===== config.mk =====
export PLATFORM = sky130hd
export DESIGN_NAME = tciu_top
export DESIGN_NICKNAME = d
export VERILOG_FILES = /design/src/hw/tciu_pkg.sv /design/src/hw/tciu_top.sv
export VERILOG_INCLUDE_DIRS = /design/src /design/src/hw
export SDC_FILE = /design/constraint.sdc
export NUM_CORES = 1
export LEC_CHECK = 0
export BUFFER_PORTS_ARGS = -buffer_cell sky130_fd_sc_hd__buf_2
export CORE_MARGIN = 2
export CORE_UTILIZATION = 53
export DETAILED_ROUTE_END_ITERATION = 16
export GPL_TIMING_DRIVEN = 0
export HOLD_SLACK_MARGIN = 0.08
export PLACE_DENSITY = 0.81
export RECOVER_POWER = 50
export SLEW_MARGIN = 25
export SYNTH_ARGS = -nofsm -noshare
export SYNTH_HDL_FRONTEND = slang
export SYNTH_SLANG_ARGS = --single-unit

===== constraint.sdc =====
create_clock -name clock -period 2.2 [get_ports clock]
set_input_delay 0.33 -clock clock [delete_from_list [all_inputs] [get_ports clock]]
set_output_delay 0.33 -clock clock [all_outputs]
set_load 0.01 [all_outputs]

===== src/hw/tciu_cfg.svh =====
// Register offsets, field positions, reset values and timing counts for the interrupt unit.
`ifndef TCIU_CFG_SVH
`define TCIU_CFG_SVH
`define TCIU_CLK_MHZ        250
`define TCIU_US_NS          1000
`define TCIU_US_CYC         ((`TCIU_US_NS * `TCIU_CLK_MHZ) / 1000)
`define TCIU_TICK_US        1024
`define TCIU_SLEEP_US_DEF   1024
`define TCIU_NSRC           22
`define TCIU_OFS_PEND       12'h000
`define TCIU_OFS_MASK       12'h004
`define TCIU_OFS_VEC        12'h008
`define TCIU_OFS_ACK        12'h00c
`define TCIU_OFS_FRT        12'h010
`define TCIU_OFS_PIT        12'h014
`define TCIU_OFS_CAP        12'h018
`define TCIU_OFS_CAPCFG     12'h01c
`define TCIU_OFS_GPEN       12'h020
`define TCIU_OFS_GPPOL      12'h024
`define TCIU_OFS_SYSCFG     12'h028
`define TCIU_OFS_P23CFG     12'h02c
`define TCIU_MASK_RST       32'h0000_0000
`define TCIU_SYS_PITEN      0
`define TCIU_SYS_SLPEN      1
`define TCIU_SYS_LVDINT     2
`define TCIU_CAP_GANG       3
`define TCIU_CAP_SEL_LSB    0
`define TCIU_P23_EN2        0
`define TCIU_P23_POL2       1
`define TCIU_P23_EN3        2
`define TCIU_P23_POL3       3
`define TCIU_V_BUSRST       0
`define TCIU_V_SUPPLY       1
`define TCIU_V_PIT          2
`define TCIU_V_TICK         3
`define TCIU_V_EP0          4
`define TCIU_V_CAPA         7
`define TCIU_V_CAPB         8
`define TCIU_V_GP0          9
`define TCIU_V_DPA          13
`define TCIU_V_SER0         16
`define TCIU_V_WRAP         18
`define TCIU_V_SLEEP        19
`define TCIU_V_ACTIVE       20
`define TCIU_V_SPARE        21
`endif


===== src/hw/tciu_pkg.sv =====
// Types shared by the timer, capture and interrupt unit.
package tciu_pkg;
    typedef logic [4:0] tciu_vec_t;
    typedef struct packed {
        logic       valid;
        tciu_vec_t  vector;
    } tciu_req_s;
    typedef struct packed {
        logic [7:0] port0;
        logic [7:0] port1;
        logic [1:0] port2;
        logic [1:0] port3;
    } tciu_pins_s;
    typedef struct packed {
        logic       busReset;
        logic [2:0] epDone;
        logic [1:0] serial;
        logic       busActive;
        logic       supplyDrop;
    } tciu_evt_s;
endpackage


===== src/hw/tciu_top.sv =====
// Vectored interrupt unit with free-running, interval, sleep and capture timers.
`timescale 1ns/1ps
`include "tciu_cfg.svh"
`default_nettype none
// Register map, byte addresses:
//   0x00 pending flags; write ones to clear.
//   0x04 mask; a one enables the source.
//   0x08 lowest active vector; 31 when none.
//   0x0c spare slot; reads zero.
//   0x10 free-running count, read only.
//   0x14 interval reload; reads the live count.
//   0x18 captures, B in 15:8 and A in 7:0.
//   0x1c slice select in 2:0, gang in bit 3.
//   0x20 GPIO enables, port one in 15:8.
//   0x24 GPIO polarity; one means falling.
//   0x28 interval, sleep and supply-irq enables.
//   0x2c ports two and three, enable and polarity.
//   Other addresses read zero, ignore writes.
//
// Vectors, the lowest active one wins:
//   0 bus reset, 1 supply drop.
//   2 interval timer, 3 millisecond tick.
//   4 to 6 endpoints, 7 and 8 captures.
//   9 to 12 GPIO ports zero to three.
//   13 to 15 dedicated port-zero pins.
//   16 and 17 serial, 18 wrap, 19 sleep.
//   20 bus activity; 21 is never raised.
//
// Latency:
//   A pin edge passes two sync flops and an
//   edge flop; its flag sets on the third edge.
//   Request and irq follow one cycle later.
//   An acknowledge clears its flag at once, and
//   the next request already leaves it out.
//   Setup is registered, so pready stands in
//   the first access cycle; no wait states.
//   Read data reflect the state at setup.
//
// Limitations:
//   Capture fires on rising pin edges only.
//   In ganged mode pin B raises nothing.
//   Dedicated pins are always armed for rising
//   edges and may also count as port-zero GPIO.
//   The supply reset output follows the drop
//   level while the supply irq enable is clear
//   and stays low while it is set; nothing about it is latched.
//   Sleep and tick periods are fixed.
//   Ports two and three share one enable and
//   one polarity per port.
//
// Hazards:
//   Set beats clear, so an event that meets its
//   acknowledge or clear in one cycle survives.
//   The request uses the flags left after this
//   cycle's clears, so no vector is seen twice.
//   The interval timer reloads on its expiry
//   step, so the period never drifts.
//   Only the second flop reads the first one
//   of each synchroniser.
//   A new slice select affects only later
//   captures; latched values stay.
//
// Clocking:
//   One clock drives all logic; a shared
//   prescaler makes the microsecond step.
//   All outputs are low in reset and the
//   first setup may follow the release edge.
module tciu_top (
    // Clock and reset.
    input  wire logic              clock,
    input  wire logic              rstn,
    // APB slave.
    input  wire logic              psel,
    input  wire logic              penable,
    input  wire logic              pwrite,
    input  wire logic [11:0]       paddr,
    input  wire logic [31:0]       pwdata,
    output logic      [31:0]       prdata,
    output logic                   pready,
    output logic                   pslverr,
    // Pins and peripheral events.
    input  wire tciu_pkg::tciu_pins_s pins,
    input  wire tciu_pkg::tciu_evt_s  events,
    // Core interface.
    input  wire logic              vecAck,
    output tciu_pkg::tciu_req_s    coreReq,
    output logic                   irq,
    output logic                   supplyDropReset,
    output logic [15:0]            fetchAddr
);
    import tciu_pkg::*;

    localparam int unsigned US_CYC = `TCIU_US_CYC;
    localparam int unsigned NS     = `TCIU_NSRC;

    // Lowest-numbered set bit, shared by vector output and read-back.
    function automatic tciu_vec_t lowestSet(input logic [NS-1:0] v);
        lowestSet = 5'h1f;
        for (int i = NS - 1; i >= 0; i--) begin
            if (v[i]) begin
                lowestSet = tciu_vec_t'(i);
            end
        end
    endfunction

    // Two-flop synchronisers for every pin and asynchronous event.
    tciu_pins_s pinS1_r, pinS2_r, pinOld_r;
    tciu_evt_s  evtS1_r, evtS2_r, evtOld_r;
    always_ff @(posedge clock or negedge rstn) begin
        if (!rstn) begin
            pinS1_r  <= '0;
            pinS2_r  <= '0;
            pinOld_r <= '0;
            evtS1_r  <= '0;
            evtS2_r  <= '0;
            evtOld_r <= '0;
        end else begin
            pinS1_r  <= pins;
            pinS2_r  <= pinS1_r;
            pinOld_r <= pinS2_r;
            evtS1_r  <= events;
            evtS2_r  <= evtS1_r;
            evtOld_r <= evtS2_r;
        end
    end

    // Software-visible configuration.
    logic [NS-1:0] mask_r;
    logic [15:0]   gpEn_r, gpPol_r;
    logic [3:0]    p23Cfg_r, capCfg_r;
    logic [2:0]    sysCfg_r;
    logic [11:0]   pitReload_r;
    logic          apbWr, apbAcc;
    assign apbAcc = psel && penable;
    assign apbWr  = apbAcc && pwrite;

    // Configuration writes; mask bit set means the source is enabled.
    always_ff @(posedge clock or negedge rstn) begin
        if (!rstn) begin
            mask_r      <= NS'(`TCIU_MASK_RST);
            gpEn_r      <= '0;
            gpPol_r     <= '0;
            p23Cfg_r    <= '0;
            capCfg_r    <= '0;
            sysCfg_r    <= '0;
            pitReload_r <= '0;
        end else if (apbWr) begin
            unique case (paddr)
                `TCIU_OFS_MASK:   mask_r      <= pwdata[NS-1:0];
                `TCIU_OFS_GPEN:   gpEn_r      <= pwdata[15:0];
                `TCIU_OFS_GPPOL:  gpPol_r     <= pwdata[15:0];
                `TCIU_OFS_P23CFG: p23Cfg_r    <= pwdata[3:0];
                `TCIU_OFS_CAPCFG: capCfg_r    <= pwdata[3:0];
                `TCIU_OFS_SYSCFG: sysCfg_r    <= pwdata[2:0];
                `TCIU_OFS_PIT:    pitReload_r <= pwdata[11:0];
                default: ;
            endcase
        end
    end

    // Microsecond prescaler shared by all timers.
    logic [7:0] usDiv_r;
    logic       usStep;
    assign usStep = (usDiv_r == 8'(US_CYC - 1));
    always_ff @(posedge clock or negedge rstn) begin
        if (!rstn) begin
            usDiv_r <= '0;
        end else begin
            usDiv_r <= usStep ? 8'h00 : usDiv_r + 8'h01;
        end
    end

    // Free-running 16-bit microsecond counter; tick when low ten bits roll.
    logic [15:0] frt_r;
    logic        tickEvt, wrapEvt;
    assign tickEvt = usStep && (frt_r[9:0] == 10'(`TCIU_TICK_US - 1));
    assign wrapEvt = usStep && (frt_r == 16'hffff);
    always_ff @(posedge clock or negedge rstn) begin
        if (!rstn) begin
            frt_r <= '0;
        end else if (usStep) begin
            frt_r <= frt_r + 16'h0001;
        end
    end

    // Interval timer reloads on expiry so periods stay exact.
    logic [11:0] pit_r;
    logic        pitEvt;
    assign pitEvt = sysCfg_r[`TCIU_SYS_PITEN] && usStep && (pit_r == 12'h000);
    always_ff @(posedge clock or negedge rstn) begin
        if (!rstn) begin
            pit_r <= '0;
        end else if (!sysCfg_r[`TCIU_SYS_PITEN]) begin
            pit_r <= pitReload_r;
        end else if (usStep) begin
            pit_r <= (pit_r == 12'h000) ? pitReload_r : pit_r - 12'h001;
        end
    end

    // Sleep timer repeats at a fixed interval while enabled.
    logic [10:0] slp_r;
    logic        slpEvt;
    assign slpEvt = sysCfg_r[`TCIU_SYS_SLPEN] && usStep
                    && (slp_r == 11'(`TCIU_SLEEP_US_DEF - 1));
    always_ff @(posedge clock or negedge rstn) begin
        if (!rstn) begin
            slp_r <= '0;
        end else if (!sysCfg_r[`TCIU_SYS_SLPEN] || slpEvt) begin
            slp_r <= '0;
        end else if (usStep) begin
            slp_r <= slp_r + 11'h001;
        end
    end

    // Capture on rising edge of each capture pin; ganged mode latches all 16 bits on pin A.
    logic [7:0]  capA_r, capB_r;
    logic [1:0]  capEvt;
    logic [7:0]  capSlice;
    logic        gang;
    assign gang     = capCfg_r[`TCIU_CAP_GANG];
    assign capSlice = 8'(frt_r >> {capCfg_r[2:0], 1'b0});
    assign capEvt[0] = pinS2_r.port0[5] && !pinOld_r.port0[5];
    assign capEvt[1] = pinS2_r.port0[6] && !pinOld_r.port0[6] && !gang;
    always_ff @(posedge clock or negedge rstn) begin
        if (!rstn) begin
            capA_r <= '0;
            capB_r <= '0;
        end else begin
            if (capEvt[0]) begin
                capA_r <= gang ? frt_r[7:0] : capSlice;
            end
            if (capEvt[0] && gang) begin
                capB_r <= frt_r[15:8];
            end else if (capEvt[1]) begin
                capB_r <= capSlice;
            end
        end
    end

    // GPIO edges; ports 0 and 1 per pin, ports 2 and 3 whole port.
    logic [3:0] gpEvt;
    logic [2:0] dedEvt;
    function automatic logic edgeHit(input logic now, input logic old, input logic pol);
        edgeHit = pol ? (!now && old) : (now && !old);
    endfunction
    always_comb begin
        gpEvt = '0;
        for (int i = 0; i < 8; i++) begin
            gpEvt[0] |= gpEn_r[i] && edgeHit(pinS2_r.port0[i], pinOld_r.port0[i], gpPol_r[i]);
            gpEvt[1] |= gpEn_r[8+i]
                        && edgeHit(pinS2_r.port1[i], pinOld_r.port1[i], gpPol_r[8+i]);
        end
        for (int i = 0; i < 2; i++) begin
            gpEvt[2] |= p23Cfg_r[`TCIU_P23_EN2]
                        && edgeHit(pinS2_r.port2[i], pinOld_r.port2[i], p23Cfg_r[`TCIU_P23_POL2]);
            gpEvt[3] |= p23Cfg_r[`TCIU_P23_EN3]
                        && edgeHit(pinS2_r.port3[i], pinOld_r.port3[i], p23Cfg_r[`TCIU_P23_POL3]);
        end
    end
    // Dedicated pins are rising-edge and independent of GPIO enables.
    assign dedEvt = pinS2_r.port0[4:2] & ~pinOld_r.port0[4:2];

    // Event vector in source order.
    logic [NS-1:0] srcEvt;
    logic [2:0]    epRise;
    logic          supplyEvt;
    assign epRise    = evtS2_r.epDone & ~evtOld_r.epDone;
    assign supplyEvt = evtS2_r.supplyDrop && !evtOld_r.supplyDrop
                       && sysCfg_r[`TCIU_SYS_LVDINT];
    always_comb begin
        srcEvt = '0;
        srcEvt[`TCIU_V_BUSRST]           = evtS2_r.busReset && !evtOld_r.busReset;
        srcEvt[`TCIU_V_SUPPLY]           = supplyEvt;
        srcEvt[`TCIU_V_PIT]              = pitEvt;
        srcEvt[`TCIU_V_TICK]             = tickEvt;
        srcEvt[`TCIU_V_EP0 +: 3]         = epRise;
        srcEvt[`TCIU_V_CAPA]             = capEvt[0];
        srcEvt[`TCIU_V_CAPB]             = capEvt[1];
        srcEvt[`TCIU_V_GP0 +: 4]         = gpEvt;
        srcEvt[`TCIU_V_DPA +: 3]         = dedEvt;
        srcEvt[`TCIU_V_SER0 +: 2]        = evtS2_r.serial & ~evtOld_r.serial;
        srcEvt[`TCIU_V_WRAP]             = wrapEvt;
        srcEvt[`TCIU_V_SLEEP]            = slpEvt;
        srcEvt[`TCIU_V_ACTIVE]           = evtS2_r.busActive && !evtOld_r.busActive;
        srcEvt[`TCIU_V_SPARE]            = 1'b0;
    end

    // Pending flags: event set beats acknowledge or write-one clear.
    logic [NS-1:0] pend_r, active;
    tciu_vec_t     vecSel;
    logic [NS-1:0] clrMask;
    assign active = pend_r & mask_r;
    assign vecSel = lowestSet(active);
    always_comb begin
        clrMask = '0;
        if (apbWr && paddr == `TCIU_OFS_PEND) begin
            clrMask = pwdata[NS-1:0];
        end
        if (vecAck && coreReq.valid) begin
            clrMask[coreReq.vector] = 1'b1;
        end
    end
    always_ff @(posedge clock or negedge rstn) begin
        if (!rstn) begin
            pend_r <= '0;
        end else begin
            pend_r <= (pend_r & ~clrMask) | srcEvt;
        end
    end

    // Core request, interrupt level and reset outputs from flops.
    always_ff @(posedge clock or negedge rstn) begin
        if (!rstn) begin
            coreReq         <= '0;
            irq             <= 1'b0;
            supplyDropReset <= 1'b0;
            fetchAddr       <= 16'h0000;
        end else begin
            coreReq.valid   <= |(active & ~clrMask);
            coreReq.vector  <= lowestSet(active & ~clrMask);
            irq             <= |(active & ~clrMask);
            supplyDropReset <= evtS2_r.supplyDrop && !sysCfg_r[`TCIU_SYS_LVDINT];
            fetchAddr       <= 16'h0000;
        end
    end

    // APB read data and response; zero wait states, unmapped reads zero.
    always_ff @(posedge clock or negedge rstn) begin
        if (!rstn) begin
            prdata  <= '0;
            pready  <= 1'b0;
            pslverr <= 1'b0;
        end else begin
            pready  <= psel && !penable;
            pslverr <= 1'b0;
            prdata  <= '0;
            if (psel && !penable && !pwrite) begin
                unique case (paddr)
                    `TCIU_OFS_PEND:   prdata <= 32'(pend_r);
                    `TCIU_OFS_MASK:   prdata <= 32'(mask_r);
                    `TCIU_OFS_VEC:    prdata <= 32'(vecSel);
                    `TCIU_OFS_FRT:    prdata <= 32'(frt_r);
                    `TCIU_OFS_PIT:    prdata <= {20'h00000, pit_r};
                    `TCIU_OFS_CAP:    prdata <= {16'h0000, capB_r, capA_r};
                    `TCIU_OFS_CAPCFG: prdata <= 32'(capCfg_r);
                    `TCIU_OFS_GPEN:   prdata <= 32'(gpEn_r);
                    `TCIU_OFS_GPPOL:  prdata <= 32'(gpPol_r);
                    `TCIU_OFS_SYSCFG: prdata <= 32'(sysCfg_r);
                    `TCIU_OFS_P23CFG: prdata <= 32'(p23Cfg_r);
                    default:          prdata <= 32'h0000_0000;
                endcase
            end
        end
    end
    // Unused spare bits of the event struct would warn otherwise; none here.
endmodule // tciu_top
`default_nettype wire


==> results of run 1 <==
==> metal layers <==
layer	vias to the layer above	track usage, %
li1	4670	-
met1	5204	42.9
met2	535	48.6
met3	93	5.36
met4	0	10.8
met5	-	0
==> logic make-up (layout without fill, tap and decap cells) <==
| kind of cell | after synthesis | count (layout) | synth area share [%] |
|---|---|---|---|
| compound gates | 286 | 286 | 14.5 |
| xor+xnor | 25 | 25 | 1.73 |
| fa+ha+maj | 6 | 6 | 0.593 |
| buf+inv | 108 | 321 | 4.30 |
| flops | 276 | 276 | 54.6 |
| mux | 102 | 102 | 9.50 |
| other cells | 1 | 27 | 0.0296 |
| simple gates | 386 | 386 | 14.8 |
==> area by class of cell <==
class                   instances  area share [%]
multi-input cells             832            35.7
clock inverters                13           0.782
plain buffers                  76            3.10
well taps                     319            2.57
repair buffers                167            7.49
clock buffers                  38            5.09
flip-flops and latches        276            44.6
inverters                      27           0.653
==> placed cells by master, fill, tap and decap left out, types with 18 or more instances in the layout <==
| cell type | count |
|---|---|
| dfrtp_1 | 268 |
| nand2_1 | 143 |
| buf_2 | 90 |
| nor2_1 | 88 |
| o21ai_0 | 82 |
| mux2_2 | 75 |
| a21oi_1 | 63 |
| buf_4 | 58 |
| a22oi_1 | 45 |
| dlygate4sd3_1 | 40 |
| clkbuf_1 | 39 |
| clkbuf_16 | 29 |
| conb_1 | 27 |
| inv_1 | 26 |
| mux2i_1 | 20 |
| nand3_1 | 20 |
| nand4_1 | 18 |
==> state kept, by name (all words and copies together), names as in the netlist, 4 cells and up <==
| signal | count |
|---|---|
| pend_r | 22 |
| pitReload_r | 12 |
| usDiv_r | 8 |
| prdata | 22 |
| mask_r | 22 |
| evtS1_r | 8 |
| pit_r | 12 |
| pinOld_r | 20 |
| gpEn_r | 16 |
| evtOld_r | 8 |
| capB_r | 8 |
| capA_r | 8 |
| coreReq | 5 |
| capCfg_r | 4 |
| slp_r | 11 |
| pinS2_r | 20 |
| frt_r | 16 |
| evtS2_r | 8 |
| p23Cfg_r | 4 |
| pinS1_r | 20 |
| gpPol_r | 16 |
==> worst max path at each step <==
stage                         start                    to  slack, ns  cells after the start
2_1_floorplan              paddr[9]  coreReq[2]$_DFF_PN0_      -0.25                      8
3_3_place_gp                   rstn  evtS1_r[2]$_DFF_PN0_      -4.06                      1
3_5_place_dp               paddr[9]         irq$_DFF_PN0_      -1.02                      9
4_1_cts        coreReq[2]$_DFF_PN0_  coreReq[0]$_DFF_PN0_     -0.003                      7
5_1_grt        coreReq[1]$_DFF_PN0_  coreReq[0]$_DFF_PN0_      -0.13                      7
6_report       coreReq[4]$_DFF_PN0_  coreReq[0]$_DFF_PN0_      -0.05                      7
==> timing repair <==
action,CTS,global route
buffers inserted,10,18
hold buffers,40,0
pin swaps,6,13
setup endpoints to repair,69,76
endpoints found under the hold margin,95,0
gates resized for setup,43,35
==> through the flow <==
stage,cells,total power [uW],instance area [sq um]
after floorplan,1216,5440,12800
after global placement,1631,5690,13700
after detailed placement,1634,5720,13800
after CTS,1732,10500,15300
after global routing,1748,10700,15500
final,1748,10400,15500
==> report_power, final <==
part           switching (uW)  internal (uW)  leakage [uW]
clock                    2080           2650      0.000434
combinational             297            176       0.00314
sequential               48.0           5160       0.00351
==> run_results.csv, run 1 <==
group,metric,value,unit
status,outcome,"complete, but fails checks",
status,violations,"setup timing",
placement,hpwl,27300,um
critical_path,critPathTopFamily,"simple AND/OR/NAND/NOR gates",
route,wire_per_inst,21.8,um
yosys,yosys-top-cells-area,"dfrtp_1, mux2_2, nand2_1",
sta,drv_slew,0,
global_routing,overflow,0,
power_and_ir_drop,ir_drop,0.720,mV
route,routed_wl,38000,um
flow_run,max_cap_viol_count,0,
critical_path,crit_fanout,9,
cts,cts.sinks,276,
final_layout,diodes,0,
yosys,ys_seq_area_share,54.6,%
worst_hold_path,hold-path-endpoint,"gpEn_r[15]$_DFFE_PN0P_",
yosys,yosys.area.top_type,"dfrtp_1",
cts,cts-htree-levels,1,
yosys,synth_edf_count,0,
placement,dp_slack,-1.02,ns
critical_path,critPathRequiredTime,2.61,ns
final_layout,drive_above_1_share,25.4,%
route,wl_met3,3510,um
yosys,synth_cell_type_count,74,
critical_path,arrival,2.67,ns
route,wl_met1,15300,um
cts,clock_latency,0.57,ns
sta,rsz0062_at_grt,"yes",
global_routing,grt_pass1_vias,10200,
sta,min_period,2.25,ns
yosys,avgSynthCellArea,10.6,sq um
cts,clk_pin_slew,0.06,ns
yosys,yosys-top-cells-count,"dfrtp_1, nand2_1, nor2_1",
floorplan,ios,136,
sta,hold_viol,0,
sta,setup_viol,2,
final_layout,area_growth,22.6,%
final_layout,multi_input_area,5550,sq um
global_routing,grt_start_max_net_pins,84,
worst_hold_path,hold-path-cell-count,2,
sta,slew_headroom,33.4,%
power_and_ir_drop,powerDensity,671,nW/um^2
floorplan,start_util,53.9,%
worst_hold_path,hold_path_startpoint,"pwdata[15]",
global_routing,grt_pass1_wl,57700,um
sta,max_freq,0.444,GHz
sta,fin_ws,-0.0545,ns
global_routing,antenna_found_initial,1,
yosys,synthDominantCellAreaShare,54.6,%
sta,setup_tns,-0.0547,ns
cts,cts_buffers,29,
route,drt_first_iter_violations,1138,
yosys,syn_area,12700,sq um
critical_path,slowest_delay,0.50,ns
power_and_ir_drop,p_leak,0.00709,uW
yosys,async_reset_ff_share,100,%
final_layout,final_nets,1493,
route,drc_errors,0,
sta,worstMarginPinSlew,0.999,ns
route,dr.pass1.iters,8,
cts,root_buffer,"clkbuf_16",
yosys,synthCells,1190,
floorplan,dieArea,25100,sq um
worst_hold_path,hp-class,"input pin to flop",
floorplan,placementRows,56,
yosys,synth_warnings,0,
route,ant_nets,0,
route,vias,10500,
critical_path,regToRegEndpoint,"coreReq[0]$_DFF_PN0_",
critical_path,r2r_slack,-0.05,ns
floorplan,die_w,159,um
sta,skew,0.00927,ns
critical_path,crit_path_start_kind,"flop",
route,via_per_inst,6.01,
critical_path,crit_chain,"or3b_4 > nor2_4 > a311o_1 > nand2_1 > or3_1 > a31oi_4 > o22ai_1",
final_layout,nFillCells,1883,
critical_path,timing.rr.start,"coreReq[4]$_DFF_PN0_",
floorplan,placeableCoreArea,23500,sq um
yosys,ys_seq_elements,276,
critical_path,cp_num_buf_inv,0,
global_routing,gr-usage-all-layers,30.6,%
critical_path,cpMaxStageDelayCell,"dfrtp_2",
placement,gp_congestion,1.04,
yosys,yosysMostFrequentCell,"dfrtp_1",
placement,port_buffers,96,
critical_path,end_kind,"flop",
yosys,ys_dominant_reg_cell,"dfrtp_1",
final_layout,utilization,66.1,%
floorplan,die_h,159,um
cts,cts_tree,"built",
sta,fin_crit_sh,102,%
critical_path,path_class,"flop to flop",
route,top_layer_used,"met4",
sta,whs,0.130,ns
critical_path,reg2reg_depth,7,
cts,clockBufferDepth,3,
route,wl_met2,17700,um
final_layout,register_area,6920,sq um
Note: power is estimated with default switching activity, not from simulation.
==> inputs of run 2 (changes only) <==
--- a/config.mk
+++ b/config.mk
@@ -6,6 +6,7 @@
 export SDC_FILE = /design/constraint.sdc
 export NUM_CORES = 1
 export LEC_CHECK = 0
+export ABC_CLOCK_PERIOD_IN_PS = 2200
 export BUFFER_PORTS_ARGS = -buffer_cell sky130_fd_sc_hd__buf_2
 export CORE_MARGIN = 2
 export CORE_UTILIZATION = 53
@@ -14,6 +15,7 @@
 export HOLD_SLACK_MARGIN = 0.08
 export PLACE_DENSITY = 0.81
 export RECOVER_POWER = 50
+export SKIP_CTS_REPAIR_TIMING = 1
 export SLEW_MARGIN = 25
 export SYNTH_ARGS = -nofsm -noshare
 export SYNTH_HDL_FRONTEND = slang
==> run 2 against run 1 <==
Against the previous run:
- the run still ends with setup timing left
- first-iteration DRC count up 5.1%
- non-clock buffer count down 2
- global-route usage down 0.66 points
- clock power about the same
- total power about the same
- critical path depth unchanged
- cell count down 0.11%
- maximum frequency down 2.2%
- clock skew up 0.0037 ns
- highest routed layer unchanged
==> run_results.csv, run 2 (same netlist as run 1, synthesis figures left out) <==
group,metric,value,unit
status,outcome,"complete, but fails checks",
status,violations,"setup timing",
placement,dp_slack,-1.02,ns
critical_path,critPathRequiredTime,2.63,ns
route,dr.pass1.iters,7,
final_layout,drive_above_1_share,25.4,%
sta,slew_headroom,34.1,%
final_layout,final_common_cell,"dfrtp_1",
floorplan,dieArea,25100,sq um
global_routing,grt_pass1_wl,56400,um
critical_path,path_class,"flop to flop",
placement,hpwl,27300,um
route,wire_per_inst,21.8,um
global_routing,grt_pass1_vias,9931,
power_and_ir_drop,power,10400,uW
final_layout,area_growth,22.1,%
final_layout,final_nets,1491,
worst_hold_path,hp-class,"input pin to flop",
route,via_per_inst,5.95,
critical_path,end_kind,"flop",
global_routing,antenna_found_initial,1,
floorplan,die_w,159,um
sta,drv_slew,0,
route,vias,10400,
critical_path,crit_fanout,6,
sta,worstMarginPinSlew,0.989,ns
cts,cts-htree-levels,1,
route,ant_nets,0,
floorplan,placementRows,56,
final_layout,mostFrequentLayoutCells,"dfrtp_1, nand2_1, buf_2",
cts,root_buffer,"clkbuf_16",
sta,max_freq,0.434,GHz
sta,fin_ws,-0.106,ns
cts,cts_tree,"built",
sta,whs,0.0820,ns
global_routing,gr-usage-all-layers,30.0,%
flow_run,max_cap_viol_count,0,
cts,cts.sinks,276,
floorplan,start_util,53.9,%
sta,setup_tns,-0.342,ns
sta,setup_viol,6,
power_and_ir_drop,powerDensity,674,nW/um^2
sta,rsz0062_at_grt,"yes",
sta,skew,0.0130,ns
final_layout,multi_input_area,5520,sq um
critical_path,arrival,2.73,ns
floorplan,die_h,159,um
global_routing,grt_start_max_net_pins,84,
critical_path,crit_path_start_kind,"flop",
cts,clk_pin_slew,0.06,ns
cts,clock_latency,0.57,ns
power_and_ir_drop,p_leak,0.00705,uW
sta,fin_crit_sh,105,%
final_layout,instances_no_fill,1746,
final_layout,largestRegisters,"mask_r: 22 flops, pend_r: 22 flops, prdata: 22 flops",
final_layout,diodes,0,
floorplan,placeableCoreArea,23500,sq um
placement,port_buffers,96,
global_routing,overflow,0,
power_and_ir_drop,ir_drop,0.717,mV
sta,hold_viol,0,
route,drt_first_iter_violations,1196,
final_layout,nFillCells,1899,
route,drc_errors,0,
route,routed_wl,38200,um
floorplan,ios,136,
final_layout,register_area,6920,sq um
sta,min_period,2.31,ns
placement,placedCellCount,1634,
placement,gp_congestion,1.04,
cts,clockBufferDepth,3,
cts,cts_buffers,29,
[run 2: layout make-up]
class                      instances  share of cell area, %
buffer                            79                   3.22
timing repair buffer             162                   7.17
multi-input combinational        832                   35.7
clock inverter                    13                  0.785
inverter                          27                  0.656
tap                              319                   2.58
clock buffer                      38                   5.11
sequential                       276                   44.8
[run 2: where the power goes]
group          internal [uW]  switching [uW]  leakage [uW]
registers               5160            47.7       0.00351
clock network           2650            2080      0.000434
logic                    177             299       0.00310
[run 2: metal layers]
| layer | share of wire (%) | routed length [um] | global-route usage [%] | vias to the layer above |
|---|---|---|---|---|
| met5 | 0 | 0 | 0 | - |
| met3 | 8.1 | 3100 | 4.98 | 81 |
| met4 | 3.9 | 1480 | 10.6 | 0 |
| li1 | - | - | - | 4656 |
| met2 | 47 | 17800 | 47.1 | 479 |
| met1 | 41 | 15700 | 42.5 | 5166 |
[run 2: per-stage QoR]
step,instance area [sq um],util (%)
after global routing,15500,65.8
after detailed placement,13800,58.8
final,15500,65.8
after CTS,14700,62.6
after floorplan,12800,-
after global placement,13700,58.4
[run 2: critical path, stage by stage, from the launching register on]
cell	delay, ns
dfrtp_1	0.44
nand4b_1	0.33
or4_4	0.63
a31oi_1	0.15
o221a_2	0.27
nand4_4	0.12
nor3_4	0.14
nand3_1	0.09
[run 2: worst paths after layout]
kind	startpoint	to	slack [ns]	cells past startpoint
worst max register to register	coreReq[0]$_DFF_PN0_	irq$_DFF_PN0_	-0.11	7
min in group asynchronous	rstn	pready$_DFF_PN0_	0.23	2
worst max-delay path	coreReq[0]$_DFF_PN0_	irq$_DFF_PN0_	-0.11	7
max in group asynchronous	rstn	pinS2_r[10]$_DFF_PN0_	0.32	4
worst min register to register	pinS1_r[3]$_DFF_PN0_	pinS2_r[3]$_DFF_PN0_	0.35	0
worst min-delay path	psel	pready$_DFF_PN0_	0.08	2
==> inputs of run 3 (changes only) <==
--- a/config.mk
+++ b/config.mk
@@ -16,6 +16,7 @@
 export PLACE_DENSITY = 0.81
 export RECOVER_POWER = 50
 export SKIP_CTS_REPAIR_TIMING = 1
+export SKIP_LAST_GASP = 1
 export SLEW_MARGIN = 25
 export SYNTH_ARGS = -nofsm -noshare
 export SYNTH_HDL_FRONTEND = slang
==> run 3 against run 2 <==
Against the previous run:
- the flow still finishes with violations (setup timing)
- combinational power hardly changed
- core utilization hardly changed
- via count is 0.40% higher
- register-to-register slack hardly changed
- total power hardly changed
- clock power hardly changed
- cell count stayed put
- count of clock-buffer cells in the layout stayed put
- flip-flop and latch count stayed put
- maximum frequency is 0.20% lower
- global-route usage stayed put
- critical path depth stayed put
- critical path type unchanged
==> run_results.csv, run 3 (same netlist as run 1, synthesis figures left out) <==
group,metric,value,unit
critical_path,path_class,"flop to flop",
worst_hold_path,hold-path-endpoint,"pready$_DFF_PN0_",
final_layout,diodes,0,
cts,cts_buffers,29,
final_layout,instances_no_fill,1746,
critical_path,end_kind,"flop",
floorplan,ios,136,
cts,clock_latency,0.57,ns
global_routing,overflow,0,
worst_hold_path,hold_path_startpoint,"psel",
floorplan,start_util,53.9,%
final_layout,final_common_cell,"dfrtp_1",
sta,setup_viol,7,
global_routing,grt_start_max_net_pins,84,
worst_hold_path,hp-class,"input pin to flop",
sta,min_period,2.31,ns
placement,dp_slack,-1.02,ns
cts,clk_pin_slew,0.06,ns
critical_path,crit_path_start_kind,"flop",
global_routing,antenna_found_initial,1,
route,via_per_inst,5.97,
placement,gp_congestion,1.04,
sta,slew_headroom,33.3,%
worst_hold_path,hold-path-cell-count,2,
sta,skew,0.0107,ns
route,wire_per_inst,21.9,um
flow_run,max_cap_viol_count,0,
sta,worstMarginPinSlew,1.00,ns
critical_path,r2r_slack,-0.11,ns
route,ant_nets,0,
final_layout,area_growth,22.1,%
placement,hpwl,27300,um
sta,rsz0062_at_grt,"yes",
sta,hold_viol,0,
route,vias,10400,
placement,placedCellCount,1634,
sta,max_freq,0.433,GHz
cts,cts_tree,"built",
floorplan,placementRows,56,
floorplan,die_h,159,um
placement,port_buffers,96,
critical_path,crit_fanout,6,
sta,fin_ws,-0.110,ns
route,drc_errors,0,
global_routing,grt_pass1_vias,9931,
route,routed_wl,38300,um
cts,cts-htree-levels,1,
critical_path,regToRegEndpoint,"irq$_DFF_PN0_",
critical_path,critPathRequiredTime,2.63,ns
final_layout,mostFrequentLayoutCells,"dfrtp_1, nand2_1, buf_2, nor2_1, o21ai_0",
sta,whs,0.0838,ns
final_layout,final_nets,1491,
power_and_ir_drop,powerDensity,675,nW/um^2
final_layout,multi_input_area,5520,sq um
status,violations,"setup timing",
critical_path,reg2reg_depth,7,
status,outcome,"complete, but fails checks",
final_layout,nFillCells,1899,
power_and_ir_drop,p_leak,0.00705,uW
critical_path,arrival,2.74,ns
route,drt_first_iter_violations,1197,
final_layout,largestRegisters,"mask_r: 22 flops, pend_r: 22 flops, prdata: 22 flops",
power_and_ir_drop,ir_drop,0.717,mV
cts,cts.sinks,276,
route,dr.pass1.iters,7,
cts,root_buffer,"clkbuf_16",
global_routing,gr-usage-all-layers,30.0,%
floorplan,placeableCoreArea,23500,sq um
final_layout,register_area,6920,sq um
final_layout,drive_above_1_share,25.4,%
critical_path,timing.rr.start,"coreReq[0]$_DFF_PN0_",
floorplan,die_w,159,um
sta,drv_slew,0,
floorplan,dieArea,25100,sq um
cts,clockBufferDepth,3,
sta,fin_crit_sh,105,%
global_routing,grt_pass1_wl,56400,um
-- run 3: changes by cell type in the layout (fill, tap and decap cells not counted), sizes merged --
cell	delta
buf	-1
clkbuf	+1
-- run 3: metrics by stage --
step	instance area, sq um	setup TNS [ns]	total power (uW)	utilization [%]
global route	15500	-0.966	10700	65.8
detailed placement	13800	-69.06	5720	58.8
global placement	13700	-1179.08	5690	58.4
CTS	14700	-12.66	10400	62.6
floorplan	12800	-7.71	5440	-
finish	15500	-0.412	10400	65.8
-- run 3: final cells by class --
class                           instances  area share (%)
Clock inverter                         13           0.785
Inverter                               27           0.656
Buffer                                 79            3.21
Clock buffer                           38            5.11
Sequential cell                       276            44.8
Tap cell                              319            2.58
Multi-Input combinational cell        832            35.7
Timing Repair Buffer                  162            7.17
-- run 3: per-layer routing --
layer / vias up / GRT usage [%] / share of wire (%)
li1: 4658 / - / -
met1: 5187 / 42.5 / 42
met2: 497 / 47.1 / 47
met3: 82 / 4.98 / 8.1
met4: 0 / 10.6 / 3.7
met5: - / 0 / 0
-- run 3: how the worst max path moves through the flow --
stage	cells after the start	startpoint	to
3_3_place_gp	1	rstn	evtS1_r[2]$_DFF_PN0_
6_report	7	coreReq[0]$_DFF_PN0_	irq$_DFF_PN0_
5_1_grt	7	coreReq[0]$_DFF_PN0_	irq$_DFF_PN0_
4_1_cts	9	paddr[9]	irq$_DFF_PN0_
3_5_place_dp	9	paddr[9]	irq$_DFF_PN0_
2_1_floorplan	8	paddr[9]	coreReq[2]$_DFF_PN0_
-- run 3: worst max-delay path, stage by stage (launching register included) --
cell      delay (ns)
dfrtp_1         0.44
nand4b_1        0.34
or4_4           0.63
a31oi_1         0.15
o221a_2         0.27
nand4_4         0.12
nor3_4          0.14
nand3_1         0.09
-- run 3: power by group --
group / internal, uW / switching [uW]
Clock: 2650 / 2080
Combinational: 177 / 301
Sequential: 5160 / 47.7
